`src/logic/cmb_pkg.sv`:
```
package cmb_pkg;

    // Register byte addresses
    localparam logic [31:0] CMD_ADDR = 32'hfff02004;
    localparam logic [31:0] TARGET_ADDR = 32'hfff02008;
    localparam logic [31:0] STEST_CTRL_ADDR = 32'hfff60000;
    localparam logic [31:0] STEST_RES_ADDR = 32'hfff60004;

    // Reset values
    localparam logic [31:0] TARGET_RST = 32'h0000_0000;
    localparam logic [7:0] CMD_RST = 8'h00;
    localparam logic [3:0] GRP_SEL_RST = 4'h0;
    localparam logic [7:0] FAIL_RST = 8'h00;

    // Maintenance command register fields
    localparam int CMD_W = 8;
    localparam int CMD_ISIDE_BIT = 0;
    localparam int CMD_DSIDE_BIT = 1;
    localparam int CMD_FLUSH_ALL_BIT = 2;
    localparam int CMD_FLUSH_LINE_BIT = 3;
    localparam int CMD_UNLOCK_ALL_BIT = 5;
    localparam int CMD_UNLOCK_LINE_BIT = 6;
    localparam int CMD_DRAIN_BIT = 7;
    localparam logic [7:0] CMD_WR_MASK = 8'hef;
    localparam logic [7:0] CMD_OP_MASK = 8'hec;

    // Line target register fields
    localparam int TARGET_WAY_BIT = 31;
    localparam int TARGET_LINE_W = 31;

    // Self-test control and result fields
    localparam int STEST_GO_BIT = 15;
    localparam int STEST_GRP_LSB = 8;
    localparam int NUM_GROUPS = 4;
    localparam int STEST_FINISH_BIT = 31;
    localparam int FAIL_W = 8;
    localparam int WAYS = 2;

    // Bus
    localparam int HTRANS_ACTIVE_BIT = 1;
    localparam logic HRESP_OKAY = 1'b0;

    typedef enum logic [1:0] {
        MNT_IDLE = 2'b01,
        MNT_WAIT = 2'b10
    } cmb_mnt_state_type;

    typedef enum logic [2:0] {
        OP_NONE = 3'h0,
        OP_FLUSH_LINE = 3'h1,
        OP_FLUSH_ALL = 3'h2,
        OP_UNLOCK_LINE = 3'h3,
        OP_UNLOCK_ALL = 3'h4,
        OP_DRAIN = 3'h5
    } cmb_op_type;

    typedef enum logic [5:0] {
        BST_IDLE = 6'b000001,
        BST_WR0 = 6'b000010,
        BST_RD0 = 6'b000100,
        BST_WR1 = 6'b001000,
        BST_RD1 = 6'b010000,
        BST_FIN = 6'b100000
    } cmb_bist_state_type;

endpackage

```
`src/logic/cmb_if.sv`:
```
interface cmb_reg_if;
    logic wr;
    logic [31:0] addr;
    logic [31:0] wdata;
    logic [31:0] rdata;
    modport slave (output wr, output addr, output wdata, input rdata);
    modport regs (input wr, input addr, input wdata, output rdata);
endinterface

interface cmb_bist_if;
    logic start;
    logic busy;
    logic done;
    logic [1:0] fail;
    modport eng (input start, output busy, output done, output fail);
    modport ctl (output start, input busy, input done, input fail);
endinterface

```
`src/logic/cmb_ahb_slave.sv`:
```
module cmb_ahb_slave import cmb_pkg::*; (
    // Clock and reset
    input wire logic sys_clk,
    input wire logic rstn,
    // AHB-Lite slave
    input wire logic hsel,
    input wire logic [31:0] haddr,
    input wire logic [1:0] htrans,
    input wire logic hwrite,
    input wire logic [2:0] hsize,
    input wire logic [31:0] hwdata,
    input wire logic hready,
    output logic hreadyout,
    output logic hresp,
    output logic [31:0] hrdata,
    // Register side
    cmb_reg_if.slave rbus
);
    logic pend_q;
    logic wr_q;
    logic [31:0] addr_q;
    logic rdy_q;
    logic [31:0] rdata_q;
    wire take = hsel & htrans[HTRANS_ACTIVE_BIT] & hready;

    // Every transfer gets one wait state so read data leaves from a flop
    always_ff @(posedge sys_clk or negedge rstn) begin
        if (!rstn) begin
            pend_q <= 1'b0;
            wr_q <= 1'b0;
            addr_q <= 32'h0000_0000;
            rdy_q <= 1'b1;
            rdata_q <= 32'h0000_0000;
        end else if (take) begin
            pend_q <= 1'b1;
            wr_q <= hwrite;
            addr_q <= haddr;
            rdy_q <= 1'b0;
        end else if (pend_q) begin
            pend_q <= 1'b0;
            rdy_q <= 1'b1;
            rdata_q <= wr_q ? 32'h0000_0000 : rbus.rdata;
        end
    end

    assign rbus.wr = pend_q & wr_q;
    assign rbus.addr = addr_q;
    assign rbus.wdata = hwdata;
    assign hreadyout = rdy_q;
    assign hrdata = rdata_q;
    assign hresp = HRESP_OKAY;
endmodule // cmb_ahb_slave

```
`src/logic/cmb_bist_group.sv`:
```
module cmb_bist_group import cmb_pkg::*; #(
    parameter int AW = 8,
    parameter int DW = 32
) (
    // Clock and reset
    input wire logic sys_clk,
    input wire logic rstn,
    // Control side
    cmb_bist_if.eng ctl,
    // Test port shared by both ways of the group
    output logic [AW-1:0] ram_addr,
    output logic [DW-1:0] ram_wdata,
    output logic ram_we,
    output logic ram_re,
    input wire logic [DW-1:0] ram_q0,
    input wire logic [DW-1:0] ram_q1
);
    localparam logic [DW-1:0] PAT = DW'({DW{2'b01}});
    localparam logic [AW-1:0] LAST = {AW{1'b1}};

    cmb_bist_state_type state_q;
    logic [AW-1:0] addr_q;
    logic [DW-1:0] wdata_q;
    logic [DW-1:0] exp_q;
    logic we_q;
    logic re_q;
    logic chk_q;
    logic busy_q;
    logic done_q;
    logic [1:0] fail_q;
    wire at_last = addr_q == LAST;

    // Write pattern, read it back, then the same with its complement
    always_ff @(posedge sys_clk or negedge rstn) begin
        if (!rstn) begin
            state_q <= BST_IDLE;
            addr_q <= '0;
            wdata_q <= '0;
            exp_q <= '0;
            we_q <= 1'b0;
            re_q <= 1'b0;
            chk_q <= 1'b0;
            busy_q <= 1'b0;
            done_q <= 1'b0;
            fail_q <= 2'b00;
        end else begin
            done_q <= 1'b0;
            chk_q <= re_q;
            exp_q <= wdata_q;
            case (state_q)
                BST_IDLE: begin
                    if (ctl.start) begin
                        state_q <= BST_WR0;
                        addr_q <= '0;
                        wdata_q <= PAT;
                        we_q <= 1'b1;
                        busy_q <= 1'b1;
                        fail_q <= 2'b00;
                    end
                end
                BST_WR0: begin
                    addr_q <= addr_q + 1'b1;
                    if (at_last) begin
                        state_q <= BST_RD0;
                        we_q <= 1'b0;
                        re_q <= 1'b1;
                    end
                end
                BST_RD0: begin
                    addr_q <= addr_q + 1'b1;
                    if (at_last) begin
                        state_q <= BST_WR1;
                        wdata_q <= ~PAT;
                        we_q <= 1'b1;
                        re_q <= 1'b0;
                    end
                end
                BST_WR1: begin
                    addr_q <= addr_q + 1'b1;
                    if (at_last) begin
                        state_q <= BST_RD1;
                        we_q <= 1'b0;
                        re_q <= 1'b1;
                    end
                end
                BST_RD1: begin
                    addr_q <= addr_q + 1'b1;
                    if (at_last) begin
                        state_q <= BST_FIN;
                        re_q <= 1'b0;
                    end
                end
                BST_FIN: begin
                    state_q <= BST_IDLE;
                    busy_q <= 1'b0;
                    done_q <= 1'b1;
                end
                default: begin
                    state_q <= BST_IDLE;
                end
            endcase
            if (chk_q) begin
                fail_q <= fail_q | {ram_q1 != exp_q, ram_q0 != exp_q};
            end
        end
    end

    assign ram_addr = addr_q;
    assign ram_wdata = wdata_q;
    assign ram_we = we_q;
    assign ram_re = re_q;
    assign ctl.busy = busy_q;
    assign ctl.done = done_q;
    assign ctl.fail = fail_q;
endmodule // cmb_bist_group

```
`src/logic/cmb_cache_maint.sv`:
```
module cmb_cache_maint import cmb_pkg::*; #(
    parameter int BIST_AW = 8,
    parameter int BIST_DW = 32
) (
    // Clock and reset
    input wire logic sys_clk,
    input wire logic rstn,
    // AHB-Lite slave
    input wire logic hsel,
    input wire logic [31:0] haddr,
    input wire logic [1:0] htrans,
    input wire logic hwrite,
    input wire logic [2:0] hsize,
    input wire logic [31:0] hwdata,
    input wire logic hready,
    output logic hreadyout,
    output logic hresp,
    output logic [31:0] hrdata,
    // Maintenance request to the cache controller
    output logic mnt_req,
    output cmb_op_type mnt_op,
    output logic mnt_instr_side,
    output logic mnt_data_side,
    output logic mnt_way,
    output logic [TARGET_LINE_W-1:0] mnt_line_addr,
    input wire logic mnt_done,
    // Self-test ports, index 0 instr arrays, 1 data arrays, 2 instr tags, 3 data tags
    output logic [NUM_GROUPS-1:0][BIST_AW-1:0] bist_addr,
    output logic [NUM_GROUPS-1:0][BIST_DW-1:0] bist_wdata,
    output logic [NUM_GROUPS-1:0] bist_we,
    output logic [NUM_GROUPS-1:0] bist_re,
    input wire logic [NUM_GROUPS-1:0][BIST_DW-1:0] bist_q_way0,
    input wire logic [NUM_GROUPS-1:0][BIST_DW-1:0] bist_q_way1,
    // Self-test state
    output logic bist_running
);
    cmb_reg_if rbus();

    cmb_ahb_slave u_ahb (
        .sys_clk(sys_clk),
        .rstn(rstn),
        .hsel(hsel),
        .haddr(haddr),
        .htrans(htrans),
        .hwrite(hwrite),
        .hsize(hsize),
        .hwdata(hwdata),
        .hready(hready),
        .hreadyout(hreadyout),
        .hresp(hresp),
        .hrdata(hrdata),
        .rbus(rbus.slave)
    );

    // Registers
    logic [31:0] target_q;
    logic [CMD_W-1:0] cmd_q;
    logic go_q;
    logic [NUM_GROUPS-1:0] grp_sel_q;
    logic finish_q;
    logic [FAIL_W-1:0] fail_q;
    logic running_q;
    logic [NUM_GROUPS-1:0] grp_start_q;
    logic [NUM_GROUPS-1:0] grp_act_q;

    // Maintenance sequencer state
    cmb_mnt_state_type mnt_state_q;
    logic [CMD_W-1:0] cur_mask_q;
    logic req_q;
    cmb_op_type op_q;
    logic iside_q;
    logic dside_q;
    logic way_q;
    logic [TARGET_LINE_W-1:0] line_q;

    // Address decode
    wire sel_cmd = rbus.addr == CMD_ADDR;
    wire sel_target = rbus.addr == TARGET_ADDR;
    wire sel_tctrl = rbus.addr == STEST_CTRL_ADDR;
    wire sel_tres = rbus.addr == STEST_RES_ADDR;
    wire wr_target = rbus.wr & sel_target;
    wire wr_tctrl = rbus.wr & sel_tctrl;

    // Command decode
    wire [CMD_W-1:0] pending = cmd_q & CMD_OP_MASK;
    wire cmd_busy = |pending;
    wire wr_cmd = rbus.wr & sel_cmd & ~cmd_busy;
    wire [CMD_W-1:0] pick_mask = pending & (8'h00 - pending);
    wire want_i = cmd_q[CMD_ISIDE_BIT];
    wire want_d = cmd_q[CMD_DSIDE_BIT];
    wire pick_line = pick_mask[CMD_FLUSH_LINE_BIT] | pick_mask[CMD_UNLOCK_LINE_BIT];
    wire pick_drain = pick_mask[CMD_DRAIN_BIT];
    wire bad_both = pick_line & want_i & want_d;
    wire bad_drain = pick_drain & (want_i | ~want_d);
    wire bad_none = ~want_i & ~want_d;
    wire pick_invalid = bad_both | bad_drain | bad_none;

    wire cmb_op_type pick_op =
        pick_mask[CMD_FLUSH_LINE_BIT] ? OP_FLUSH_LINE :
        pick_mask[CMD_FLUSH_ALL_BIT] ? OP_FLUSH_ALL :
        pick_mask[CMD_UNLOCK_LINE_BIT] ? OP_UNLOCK_LINE :
        pick_mask[CMD_UNLOCK_ALL_BIT] ? OP_UNLOCK_ALL :
        pick_drain ? OP_DRAIN : OP_NONE;

    // Maintenance sequencer: one command bit at a time, lowest bit first
    always_ff @(posedge sys_clk or negedge rstn) begin
        if (!rstn) begin
            cmd_q <= CMD_RST;
            mnt_state_q <= MNT_IDLE;
            cur_mask_q <= CMD_RST;
            req_q <= 1'b0;
            op_q <= OP_NONE;
            iside_q <= 1'b0;
            dside_q <= 1'b0;
            way_q <= 1'b0;
            line_q <= '0;
        end else begin
            case (mnt_state_q)
                MNT_IDLE: begin
                    if (wr_cmd) begin
                        cmd_q <= rbus.wdata[CMD_W-1:0] & CMD_WR_MASK;
                    end else if (cmd_busy && pick_invalid) begin
                        cmd_q <= cmd_q & ~pick_mask;
                    end else if (cmd_busy) begin
                        req_q <= 1'b1;
                        op_q <= pick_op;
                        cur_mask_q <= pick_mask;
                        iside_q <= want_i;
                        dside_q <= want_d;
                        way_q <= target_q[TARGET_WAY_BIT];
                        line_q <= target_q[TARGET_LINE_W-1:0];
                        mnt_state_q <= MNT_WAIT;
                    end
                end
                MNT_WAIT: begin
                    if (mnt_done) begin
                        req_q <= 1'b0;
                        op_q <= OP_NONE;
                        cmd_q <= cmd_q & ~cur_mask_q;
                        mnt_state_q <= MNT_IDLE;
                    end
                end
                default: begin
                    mnt_state_q <= MNT_IDLE;
                    req_q <= 1'b0;
                end
            endcase
        end
    end

    // Line target register
    always_ff @(posedge sys_clk or negedge rstn) begin
        if (!rstn) begin
            target_q <= TARGET_RST;
        end else if (wr_target) begin
            target_q <= rbus.wdata;
        end
    end

    // Self-test groups
    logic [NUM_GROUPS-1:0] grp_busy;
    logic [NUM_GROUPS-1:0] grp_done;
    logic [FAIL_W-1:0] grp_fail;

    for (genvar g = 0; g < NUM_GROUPS; g++) begin : g_grp
        cmb_bist_if bif();
        assign bif.start = grp_start_q[g];
        assign grp_busy[g] = bif.busy;
        assign grp_done[g] = bif.done;
        assign grp_fail[WAYS*g +: WAYS] = bif.fail;

        cmb_bist_group #(
            .AW(BIST_AW),
            .DW(BIST_DW)
        ) u_grp (
            .sys_clk(sys_clk),
            .rstn(rstn),
            .ctl(bif.eng),
            .ram_addr(bist_addr[g]),
            .ram_wdata(bist_wdata[g]),
            .ram_we(bist_we[g]),
            .ram_re(bist_re[g]),
            .ram_q0(bist_q_way0[g]),
            .ram_q1(bist_q_way1[g])
        );
    end

    wire bist_launch = wr_tctrl & rbus.wdata[STEST_GO_BIT] & ~running_q;
    wire bist_all_done = running_q & ~|grp_start_q & ~|grp_act_q;

    // Self-test control; a control write during a run is ignored
    always_ff @(posedge sys_clk or negedge rstn) begin
        if (!rstn) begin
            go_q <= 1'b0;
            grp_sel_q <= GRP_SEL_RST;
            finish_q <= 1'b0;
            fail_q <= FAIL_RST;
            running_q <= 1'b0;
            grp_start_q <= '0;
            grp_act_q <= '0;
        end else begin
            grp_start_q <= '0;
            if (wr_tctrl && !running_q) begin
                go_q <= rbus.wdata[STEST_GO_BIT];
                grp_sel_q <= rbus.wdata[STEST_GRP_LSB +: NUM_GROUPS];
            end
            if (bist_launch) begin
                running_q <= 1'b1;
                finish_q <= 1'b0;
                fail_q <= FAIL_RST;
                grp_start_q <= rbus.wdata[STEST_GRP_LSB +: NUM_GROUPS];
                grp_act_q <= rbus.wdata[STEST_GRP_LSB +: NUM_GROUPS];
            end else begin
                for (int g = 0; g < NUM_GROUPS; g++) begin
                    if (grp_done[g]) begin
                        grp_act_q[g] <= 1'b0;
                        fail_q[WAYS*g +: WAYS] <= grp_fail[WAYS*g +: WAYS];
                    end
                end
                if (bist_all_done) begin
                    running_q <= 1'b0;
                    finish_q <= 1'b1;
                end
            end
        end
    end

    // Read mux; unmapped addresses read zero
    wire [31:0] rd_cmd = {{(32 - CMD_W){1'b0}}, cmd_q};
    wire [31:0] rd_tctrl = {16'h0000, go_q, 3'b000, grp_sel_q, 8'h00};
    wire [31:0] rd_tres = {finish_q, 23'h00_0000, fail_q};
    assign rbus.rdata = sel_cmd ? rd_cmd :
                        sel_target ? target_q :
                        sel_tctrl ? rd_tctrl :
                        sel_tres ? rd_tres : 32'h0000_0000;

    // Outputs
    assign mnt_req = req_q;
    assign mnt_op = op_q;
    assign mnt_instr_side = iside_q;
    assign mnt_data_side = dside_q;
    assign mnt_way = way_q;
    assign mnt_line_addr = line_q;
    assign bist_running = running_q;
endmodule // cmb_cache_maint

```
`config.mk`:
```
export PLATFORM = sky130hd
export DESIGN_NAME = cmb_cache_maint
export DESIGN_NICKNAME = d
export VERILOG_FILES = /design/src/logic/cmb_pkg.sv /design/src/logic/cmb_if.sv /design/src/logic/cmb_ahb_slave.sv /design/src/logic/cmb_bist_group.sv /design/src/logic/cmb_cache_maint.sv
export SDC_FILE = /design/constraint.sdc
export NUM_CORES = 1
export LEC_CHECK = 0
export BUFFER_PORTS_ARGS = -buffer_cell sky130_fd_sc_hd__buf_4
export CAP_MARGIN = 5
export CORE_AREA = 2 2 226 228
export CTS_CLUSTER_SIZE = 10
export DETAILED_ROUTE_END_ITERATION = 10
export DIE_AREA = 0 0 228 230
export GPL_TIMING_DRIVEN = 0
export HOLD_SLACK_MARGIN = 0.03
export MAX_ROUTING_LAYER = met4
export PLACE_DENSITY = 0.63
export SETUP_SLACK_MARGIN = 0.2
export SLEW_MARGIN = 20
export SYNTH_ARGS = -nofsm -noshare
export SYNTH_HDL_FRONTEND = slang
export SYNTH_SLANG_ARGS = --single-unit
```
`constraint.sdc`:
```
create_clock -name sys_clk -period 2.9 [get_ports sys_clk]
set_input_delay 0.58 -clock sys_clk [delete_from_list [all_inputs] [get_ports sys_clk]]
set_output_delay 0.58 -clock sys_clk [all_outputs]
set_load 0.01 [all_outputs]
```
; ---- After elaboration in Yosys (flattened, before gate mapping)
; Cells that the tools add are included.
[totals]
in_bits = 331
ff_bits = 514
latchBits = 0
mem_count = 0
mem_bits_ro = 0
out_inout_bits = 241
ramBits = 0
[op_classes]
n_lt_le_gt_ge = 0
eq_ne = 75
n_reduce_logical = 80
muxes = 127
div = 0
bitwise = 35
n_addsub = 5
shift = 0
n_mul = 0
[ops]
columns = operator, n
row1 = 2-to-1 mux 32 bit, 13
row2 = inequality test 32 bit, 8
row3 = one-hot mux 32 bit (2 select lines), 4
row4 = "equality test 32 bit, second input constant", 4
row5 = 2-to-1 mux 6 bit, 20
row6 = one-hot mux 6 bit (5 select lines), 4
row7 = one-hot mux 8 bit (2 select lines), 5
row8 = 2-to-1 mux 8 bit, 8
row9 = nonzero test 2 bit, 27
row10 = "inequality test 2 x 1 -> 1 bit, second input constant", 24
row11 = 2-to-1 mux 2 bit, 20
row12 = "adder 8 x 1 -> 8 bit, second input constant", 4
row13 = "equality test 8 bit, second input constant", 4
row14 = 2-to-1 mux 1 bit, 31
row15 = 2-to-1 mux 3 bit, 9
row16 = AND reduction 3 bit, 9
row17 = AND reduction 5 bit, 5
row18 = bitwise AND 8 bit, 3
row19 = "equality test 6 x 1 -> 1 bit, second input constant", 4
row20 = "equality test 6 x 2 -> 1 bit, second input constant", 4
row21 = "equality test 6 x 3 -> 1 bit, second input constant", 4
row22 = "equality test 6 x 4 -> 1 bit, second input constant", 4
row23 = "equality test 6 x 5 -> 1 bit, second input constant", 4
row24 = "equality test 6 bit, second input constant", 4
row25 = other kinds (23), 96

; ---- Longest topological paths before layout
; Gate-level depths: netlist of run 1.
[depth]
word_depth = 11
mapped_depth = 8
ltp_nobuf = 6

; ---- Modules after synthesis
; A second synthesis of run 1 with hierarchy kept.
[hier_totals]
hier_cells = 1465
hier_area_um2 = 15473.6
[modules_own_cells]
columns = mod, cells_per_inst, area_per_inst_um2, n_inst
row1 = cmb_cache_maint, 387, 4842.1, 1
row2 = cmb_ahb_slave, 221, 3134.3, 1
row3 = cmb_bist_group (g_grp[2].u_grp), 218, 1921.8, 1
row4 = cmb_bist_group (g_grp[3].u_grp), 216, 1880.6, 1
row5 = cmb_bist_group (g_grp[1].u_grp), 217, 1863.0, 1
row6 = cmb_bist_group (g_grp[0].u_grp), 206, 1831.8, 1

; ---- Worst setup path after synthesis of run 1
; Ideal clock, no wire load.
[synth_path]
path_kind = reg2reg
startpoint = reg u_ahb.addr_q[16] (netlist: u_ahb.rbus.addr[16])
endpoint = reg target_q[0]
synth_period_minus_slack_ns = 2.516
setup_time_ns = 0.125
n_path_buf = 2
arrival_time_ns = 2.391
stages_incl_launch_ff = 8
setup_slack_ns = 0.384
path_cell_list = dfrtp_1 or3b_1 or2_1 buf_2 or4_4 nor3_2 buf_4 mux2_2
[synth_between]
elab_chain_cells = 2
[synth_lines]
columns = element, line
row1 = start: declaration, cmb_ahb_slave.sv:21  ; logic [31:0] addr_q;
row2 = start signal: assignment, cmb_ahb_slave.sv:37  ; addr_q <= haddr;
row3 = equality test 32 bit, cmb_cache_maint.sv:78  ; wire sel_target = rbus.addr == TARGET_ADDR;
row4 = bitwise AND 1 bit, cmb_cache_maint.sv:81  ; wire wr_target = rbus.wr & sel_target;
row5 = end signal: assignment, cmb_cache_maint.sv:156  ; target_q <= rbus.wdata;
row6 = end: declaration, cmb_cache_maint.sv:56  ; logic [31:0] target_q;
; Every way passes these cells.
; A chain may end at the register's enable or synchronous reset.

; ---- Worst setup path in the final report of run 1
[layout_path]
startpoint = reg u_ahb.addr_q[16] (netlist: u_ahb.rbus.addr[16])
endpoint = reg target_q[13]
; The elaborated chain is that of the path after synthesis.

==> key figures, run 1 <==
Worst setup path
  • Most frequent CP cell: buf_6
  • R2R cell count: 8
  • Crit Path Max Fanout: 7
  • R2R Setup Slk: 0.20 ns
  • Cells along the critical path: or3b_4, or2_1, buf_6, or4_4, nor3_4, buf_6, clkbuf_16, mux2_2
  • Critical Path AT: 3.12 ns
  • Crit-path slowest cell: or4_4
  • CP startpoint kind: register
  • Reg2reg end: target_q[13]
  • Crit. End Element: register
  • Setup Crit Path Kind: register to register
  • RR Startpoint: u_ahb.rbus.addr[16]
  • CP delay by family, top: simple AND/OR/NAND/NOR gates
  • CP max stage delay: 0.46 ns
  • Worst path buffer plus inverter count: 3
  • CP required: 3.32 ns

Synthesis
  • FF+latch count, synth: 269
  • Mean Syn Cell Area: 10.3 um2
  • Dominant synthesized flop cell: dfrtp_1
  • Ys Warns: 0
  • Post-synth ARST share: 100%
  • Sequential share of the synthesized area: 47.5%
  • Synth Cell Area: 0.0142 mm2
  • Post-synth EDFFs: 0
  • Syn_nets: 1712
  • Cells after Synth: 1375
  • Distinct cell type count after synthesis: 74

Floorplan
  • Die Wd: 228 um
  • Die area: 0.0524 mm2
  • Std cell rows: 82
  • Initial Utilization: 28.5%
  • Ports: 572
  • Core area: 0.0499 mm2
  • Die Y: 230 um

Outcome
  • Outcome: finished, final reports clean

Min path
  • Hold Crit Class: input pin to register
  • Hold_sp: hwdata[12]
  • Hold path endpoint: target_q[12]
  • Hold path depth: 2

Timing
  • Max_slew headroom: 44.1%
  • Worst Clk Skew: 0.0218 ns
  • Final Critical Period: 2.70 ns
  • Final Max Slew Viols: 0
  • Fmax achieved: 370 MHz
  • Final setup margin: 0.198 ns
  • Final Hold Viols: 0
  • RSZ-0062 raised after global routing: yes
  • Worst Max-Slew Pin Slew: 0.831 ns
  • Setup TNS: 0 ns
  • Fin crit share: 93.2%
  • Final setup viols: 0

Finish
  • P&R area growth vs syn: 46.2%
  • Most frequent cells in the layout: 713 x buf_4, 263 x dfrtp_1, 104 x mux2_2, 101 x nor2_1, 96 x nand2_1
  • NumNets Final: 2340
  • Commonest non-fill, non-tap cell in the layout: buf_4
  • Share of cells above drive strength 1: 45.3%
  • Finished Core Util: 41.6%

Global routing
  • Congestion Overflow GR: 0
  • Initial antenna violation count: 2
  • First-pass GRT wire length: 75100 um
  • Largest net degree at the start of global routing: 80
  • Vias in the first global route: 13332
  • Total GRT Usage: 18.8%

Detailed routing
  • Final WL: 50000 um
  • Routed len/inst: 18.5 um
  • Antenna Nets Post-Route: 0
  • DR vias: 13153
  • DRC marker count from the first detailed-route iteration: 785
  • Via density: 4.88
  • DRC errors left: 0
  • Pre-Repair DR Iteration Count: 5

CTS
  • CTS tree: yes
  • H-tree depth: 2
  • Clock sinks: 269
  • Clock Path Buffers: 3
  • Num CTS Buffers: 35
  • Clock transition at path regs: 0.05 ns
  • Clk_lat worst skew: 0.54 ns
  • Root buf cell: clkbuf_16

Placed design
  • IO Port Bufs: 566
  • Final GP Congestion: 1.01
  • HPWL after DPL: 39700 um
  • DP Worst Slack: -0.358 ns

Pwr
  • Net Sw Power: 2280 uW
  • Combinational cell fraction of total power: 12.0%
  • Peak supply drop: 0.302 mV
  • LEAKAGE: 0.0103 uW
  • P_int: 6970 uW
  • Clock power share: 44.4%
  • PD cells: 445 mW/mm2
  • Power consumption: 9250 uW
  • Seq pwr share: 43.6%
  • Sw frac: 24.6%

Job
  • Max-Cap Viols: 0
-- area by class of cell --
type / count / area [um2]
inverters: 28 / 105
diodes: 2 / 5.00
plain buffers: 178 / 1220
clock inverters: 6 / 72.6
flip-flops and latches: 269 / 6740
well taps: 672 / 841
fillers: 4932 / 29100
repair buffers: 591 / 4530
multi-input cells: 900 / 6250
clock buffers: 51 / 997
-- what timing repair did --
item                                    in CTS  in global routing
hold buffers                                 1                  0
endpoints found under the setup margin     100                 82
hold endpoints to repair                    56                  0
pin swaps                                    7                  8
resized for setup                           16                 20
buffers inserted                             9                 10
gates cloned                                 0                  1
-- kinds of logic (layout without fill, tap and decap cells) --
kind of cell    count (synthesis)  in the layout  synth area share (%)
compound gates                225            225                  10.8
flops                         269            269                  47.5
fa+ha+maj                       6              6                 0.529
mux                           152            152                  11.7
other cells                     1              3                0.0264
simple gates                  494            494                  19.2
xor+xnor                       22             22                  1.36
buf+inv                       206            854                  9.01
-- registers in the layout, summed over array words and instances (netlist names), 3 cells and up --
register,cells
grp_act_q,4
g_grp.u_grp.ram_we,4
target_q,32
g_grp.u_grp.ram_re,4
u_ahb.rbus.addr,32
mnt_line_addr,31
cur_mask_q,5
grp_sel_q,4
g_grp.u_grp.chk_q,4
u_ahb.hrdata,32
cmd_q,7
g_grp.u_grp.state_q,24
grp_start_q,4
g_grp.u_grp.exp_q,8
g_grp.u_grp.ram_wdata,8
fail_q,8
g_grp.u_grp.ctl.fail,8
g_grp.u_grp.ram_addr,32
g_grp.u_grp.ctl.done,4
mnt_op,3
-- synthesized netlist by cell type (5+ instances only) --
library cell,number,area [um2]
nor3b_1,5,37.5
o22ai_1,6,37.5
dfstp_2,6,158
a31oi_1,45,282
a22o_1,21,184
nor4_1,31,194
nand3_1,31,155
nand2b_1,8,50.1
mux2_2,109,1230
or2_2,7,43.8
clkbuf_1,39,146
a2111oi_0,5,43.8
a21o_1,12,90.1
o31ai_1,12,90.1
o21ai_0,40,200
xnor2_1,16,140
ha_1,6,75.1
a211oi_1,5,37.5
and4_1,5,43.8
o21a_1,8,60.1
inv_1,27,101
a21oi_1,28,140
mux2i_1,43,430
nand4_1,50,313
buf_4,132,991
nand2_1,96,360
and3_1,46,288
nand3b_1,5,37.5
nor3_1,23,115
nor2b_1,8,50.1
o211ai_1,8,60.1
nor2_1,101,379
dfrtp_1,263,6580
or4_1,52,390
xor2_1,6,52.6
-- power by group through the flow --
stage	combinational [uW]	clock (uW)	sequential [uW]
CTS	1100	4260	4030
detailed placement	1090	0	4090
finish	1110	4100	4030
global route	1210	4400	4050
global placement	1050	0	4090
floorplan	417	0	4070
-- per-layer routing --
layer / GRT usage, % / vias up / wire (um)
li1: - / 6232 / -
met1: 20.7 / 6318 / 19500
met2: 32.8 / 516 / 25300
met3: 4.87 / 87 / 3540
met4: 6.82 / 0 / 1620
met5: - / - / 0
-- how the worst max path moves through the flow --
stage / depth (start not counted) / endpoint / from / slack (ns)
floorplan: 7 / target_q[0] / u_ahb.rbus.addr[16] / 0.38
global route: 8 / target_q[13] / u_ahb.rbus.addr[16] / 0.15
detailed placement: 9 / u_ahb.hrdata[22] / hready / -0.36
global placement: 1 / g_grp[3].u_grp.ram_addr[6] / rstn / -1.13
finish: 8 / target_q[13] / u_ahb.rbus.addr[16] / 0.20
CTS: 7 / cmd_q[1] / cmd_q[2] / 0.19
-- stage by stage --
step	std cells	hold slack [ns]	area, um2
floorplan	1375	0.284	14200
global placement	2613	0.399	19300
detailed placement	2617	0.397	19400
CTS	2684	0.235	20600
global route	2697	0.245	20800
finish	2697	0.274	20800
-- worst reg2reg max path, delay by kind of cell (launching register included) --
family,cells,cell delay [ns]
buffers and inverters,3,0.47
DFF,1,0.38
muxes,1,0.33
and+or+nand+nor,4,1.41
Note: power is estimated with default switching activity, not from simulation.
==> run 2: changes to the inputs <==
--- a/config.mk
+++ b/config.mk
@@ -7,14 +7,14 @@
 export LEC_CHECK = 0
 export BUFFER_PORTS_ARGS = -buffer_cell sky130_fd_sc_hd__buf_4
 export CAP_MARGIN = 5
-export CORE_AREA = 2 2 226 228
+export CORE_AREA = 2 2 223 225
 export CTS_CLUSTER_SIZE = 10
 export DETAILED_ROUTE_END_ITERATION = 10
-export DIE_AREA = 0 0 228 230
+export DIE_AREA = 0 0 225 227
 export GPL_TIMING_DRIVEN = 0
 export HOLD_SLACK_MARGIN = 0.03
 export MAX_ROUTING_LAYER = met4
-export PLACE_DENSITY = 0.63
+export PLACE_DENSITY = 0.64
 export SETUP_SLACK_MARGIN = 0.2
 export SLEW_MARGIN = 20
 export SYNTH_ARGS = -nofsm -noshare
==> constraint.sdc (replaced) <==
create_clock -name sys_clk -period 3.4 [get_ports sys_clk]
set_input_delay 0.68 -clock sys_clk [delete_from_list [all_inputs] [get_ports sys_clk]]
set_output_delay 0.68 -clock sys_clk [all_outputs]
set_load 0.01 [all_outputs]
==> run 2 against run 1 <==
Cell area is 1.9% lower. Clock-buffer cell count is 2 lower. Critical path depth is 1 lower. Global-route usage is 0.84 points lower. Register-to-register slack better by 0.21 ns. Die area is 2.6% lower. Largest cell class unchanged.
==> key figures, run 2 (synthesis gave the netlist of run 1 again) <==
Pwr
  • Clock power share: 44.1% (was 44.4%)
  • Sw frac: 25.2% (was 24.6%)
  • Net Sw Power: 1960 uW (was 2280 uW)
  • Peak supply drop: 0.276 mV (was 0.302 mV)
  • Combinational cell fraction of total power: 11.7% (was 12.0%)
  • PD cells: 382 mW/mm2 (was 445 mW/mm2)
  • Seq pwr share: 44.2% (was 43.6%)
  • P_int: 5820 uW (was 6970 uW)
  • LEAKAGE: 0.0101 uW (was 0.0103 uW)

CTS
  • Cts hold-fix bufs: 0 (was 1)
  • Clock sinks: 269 (unchanged)
  • Post-CTS Resized: 0 (was 16)
  • Post-CTS setup buffers: 0 (was 9)
  • Num CTS Buffers: 35 (unchanged)
  • CTS tree: yes (unchanged)
  • Clock Path Buffers: 3 (unchanged)
  • Clk_lat worst skew: 0.55 ns (was 0.54 ns)
  • Root buf cell: clkbuf_16 (unchanged)
  • H-tree depth: 2 (unchanged)
  • Clock transition at path regs: 0.06 ns (was 0.05 ns)

Timing
  • Final Max Slew Viols: 0 (unchanged)
  • Final setup viols: 0 (unchanged)
  • Final setup margin: 0.409 ns (was 0.198 ns)
  • Fin crit share: 88.0% (was 93.2%)
  • Fmax achieved: 334 MHz (was 370 MHz)
  • RSZ-0062 raised after global routing: no (was yes)
  • Final Hold Viols: 0 (unchanged)
  • Worst Max-Slew Pin Slew: 0.871 ns (was 0.831 ns)
  • Final Critical Period: 2.99 ns (was 2.70 ns)
  • Setup TNS: 0 ns (unchanged)
  • Worst Clk Skew: 0.0174 ns (was 0.0218 ns)
  • Max_slew headroom: 41.1% (was 44.1%)

Worst setup path
  • RR Startpoint: cmd_q[2] (was u_ahb.rbus.addr[16])
  • CP required: 3.82 ns (was 3.32 ns)
  • Reg2reg end: mnt_line_addr[8] (was target_q[13])
  • CP max stage delay: 0.67 ns (was 0.46 ns)
  • Setup Crit Path Kind: register to register (unchanged)
  • R2R cell count: 7 (was 8)
  • CP startpoint kind: register (unchanged)
  • Cells along the critical path: clkbuf_1, or2_2, clkbuf_1, nand3b_1, o211ai_1, clkbuf_1, mux2_2 (was or3b_4, or2_1, buf_6, or4_4, nor3_4, buf_6, clkbuf_16, mux2_2)
  • Crit. End Element: register (unchanged)
  • Crit-path slowest cell: clkbuf_1 (was or4_4)
  • Critical Path AT: 3.41 ns (was 3.12 ns)
  • R2R Setup Slk: 0.41 ns (was 0.20 ns)
  • CP Launch Point: cmd_q[2] (was u_ahb.rbus.addr[16])
  • Crit Path Max Fanout: 10 (was 7)
  • Most frequent CP cell: clkbuf_1 (was buf_6)

Detailed routing
  • Antenna Nets Post-Route: 0 (unchanged)
  • DRC marker count from the first detailed-route iteration: 689 (was 785)
  • DR vias: 13080 (was 13153)
  • Via density: 4.98 (was 4.88)
  • Routed len/inst: 18.0 um (was 18.5 um)
  • Pre-Repair DR Iteration Count: 7 (was 5)
  • Final WL: 47300 um (was 50000 um)
  • DRC errors left: 0 (unchanged)

Floorplan
  • Ports: 572 (unchanged)
  • Core area: 0.0485 mm2 (was 0.0499 mm2)
  • Die area: 0.0511 mm2 (was 0.0524 mm2)
  • Initial Utilization: 29.3% (was 28.5%)
  • Std cell rows: 81 (was 82)
  • Die Wd: 225 um (was 228 um)
  • Die Y: 227 um (was 230 um)

Global routing
  • Congestion Overflow GR: 0 (unchanged)
  • Vias in the first global route: 12854 (was 13332)
  • Total GRT Usage: 18.0% (was 18.8%)
  • Largest net degree at the start of global routing: 76 (was 80)
  • First-pass GRT wire length: 69700 um (was 75100 um)
  • Initial antenna violation count: 3 (was 2)

Placed design
  • IO Port Bufs: 566 (unchanged)
  • DP Worst Slack: 0.209 ns (was -0.358 ns)
  • Final GP Congestion: 0.850 (was 1.01)
  • HPWL after DPL: 37300 um (was 39700 um)
  • DP Area: 0.0193 mm2 (was 0.0194 mm2)

Job
  • Max-Cap Viols: 0 (unchanged)

Outcome
  • Outcome: finished, final reports clean (unchanged)

Finish
  • Commonest non-fill, non-tap cell in the layout: buf_4 (unchanged)
  • P&R area growth vs syn: 43.4% (was 46.2%)
  • Cell area after layout: 0.0204 mm2 (was 0.0208 mm2)
  • Most frequent cells in the layout: 697 x buf_4, 263 x dfrtp_1, 109 x mux2_2, 101 x nor2_1, 96 x nand2_1 (was 713 x buf_4, 263 x dfrtp_1, 104 x mux2_2, 101 x nor2_1, 96 x nand2_1)
  • Finished Core Util: 42.0% (was 41.6%)
  • Share of cells above drive strength 1: 44.1% (was 45.3%)
  • NumNets Final: 2319 (was 2340)

Min path
  • Hold Crit Class: input pin to async pin (was input pin to register)
run 2: changes by cell type in the layout (fill, tap and decap cells not counted), moves of 4 or more:
cell,change
clkbuf_1,+8
mux2_4,-5
mux2_2,+5
buf_6,-5
clkbuf_8,-4
buf_4,-16
run 2: worst max-delay path by stage:
stage | cells past startpoint | slack (ns) | endpoint
floorplan | 7 | 0.88 | target_q[0]
global placement | 1 | -0.68 | g_grp[3].u_grp.exp_q[3]
detailed placement | 9 | 0.21 | u_ahb.hrdata[23]
CTS | 6 | 0.42 | mnt_line_addr[8]
global route | 6 | 0.25 | target_q[13]
finish | 7 | 0.41 | mnt_line_addr[8]
run 2: critical path, delay by kind of cell, from the launching register on:
kind / cells / cell delay (ns)
simple gates: 2 / 0.62
compound gates: 1 / 0.42
flops: 1 / 0.36
mux: 1 / 0.41
buf+inv: 3 / 1.06
run 2: power by group through the flow:
| stage | combinational (uW) | sequential, uW | clock (uW) |
|---|---|---|---|
| global placement | 880 | 3480 | 0 |
| floorplan | 356 | 3470 | 0 |
| detailed placement | 915 | 3490 | 0 |
| global route | 996 | 3450 | 3690 |
| finish | 913 | 3440 | 3440 |
| CTS | 919 | 3440 | 3560 |
run 2: area by class of cell:
class | count | area (um2)
buffer | 178 | 1170
fill | 4682 | 28200
timing repair buffer | 570 | 4340
clock buffer | 49 | 928
antenna | 2 | 5.00
tap | 622 | 778
multi-input combinational | 900 | 6190
clock inverter | 9 | 106
inverter | 28 | 105
sequential | 269 | 6740
run 2: routing by layer:
metal	up-vias	global-route usage [%]	part of all wire (%)
li1	6186	-	-
met1	6291	20.2	39
met2	531	31.3	51
met3	72	4.18	7.6
met4	0	6.09	2.6
met5	-	-	0
run 2: per-stage QoR:
step | power (uW) | cells | hold WS [ns]
after detailed placement | 4410 | 2567 | 0.392
after global routing | 8130 | 2627 | 0.0951
after floorplan | 3830 | 1375 | 0.375
after CTS | 7920 | 2625 | 0.0833
final | 7790 | 2627 | 0.0657
after global placement | 4360 | 2563 | 0.400
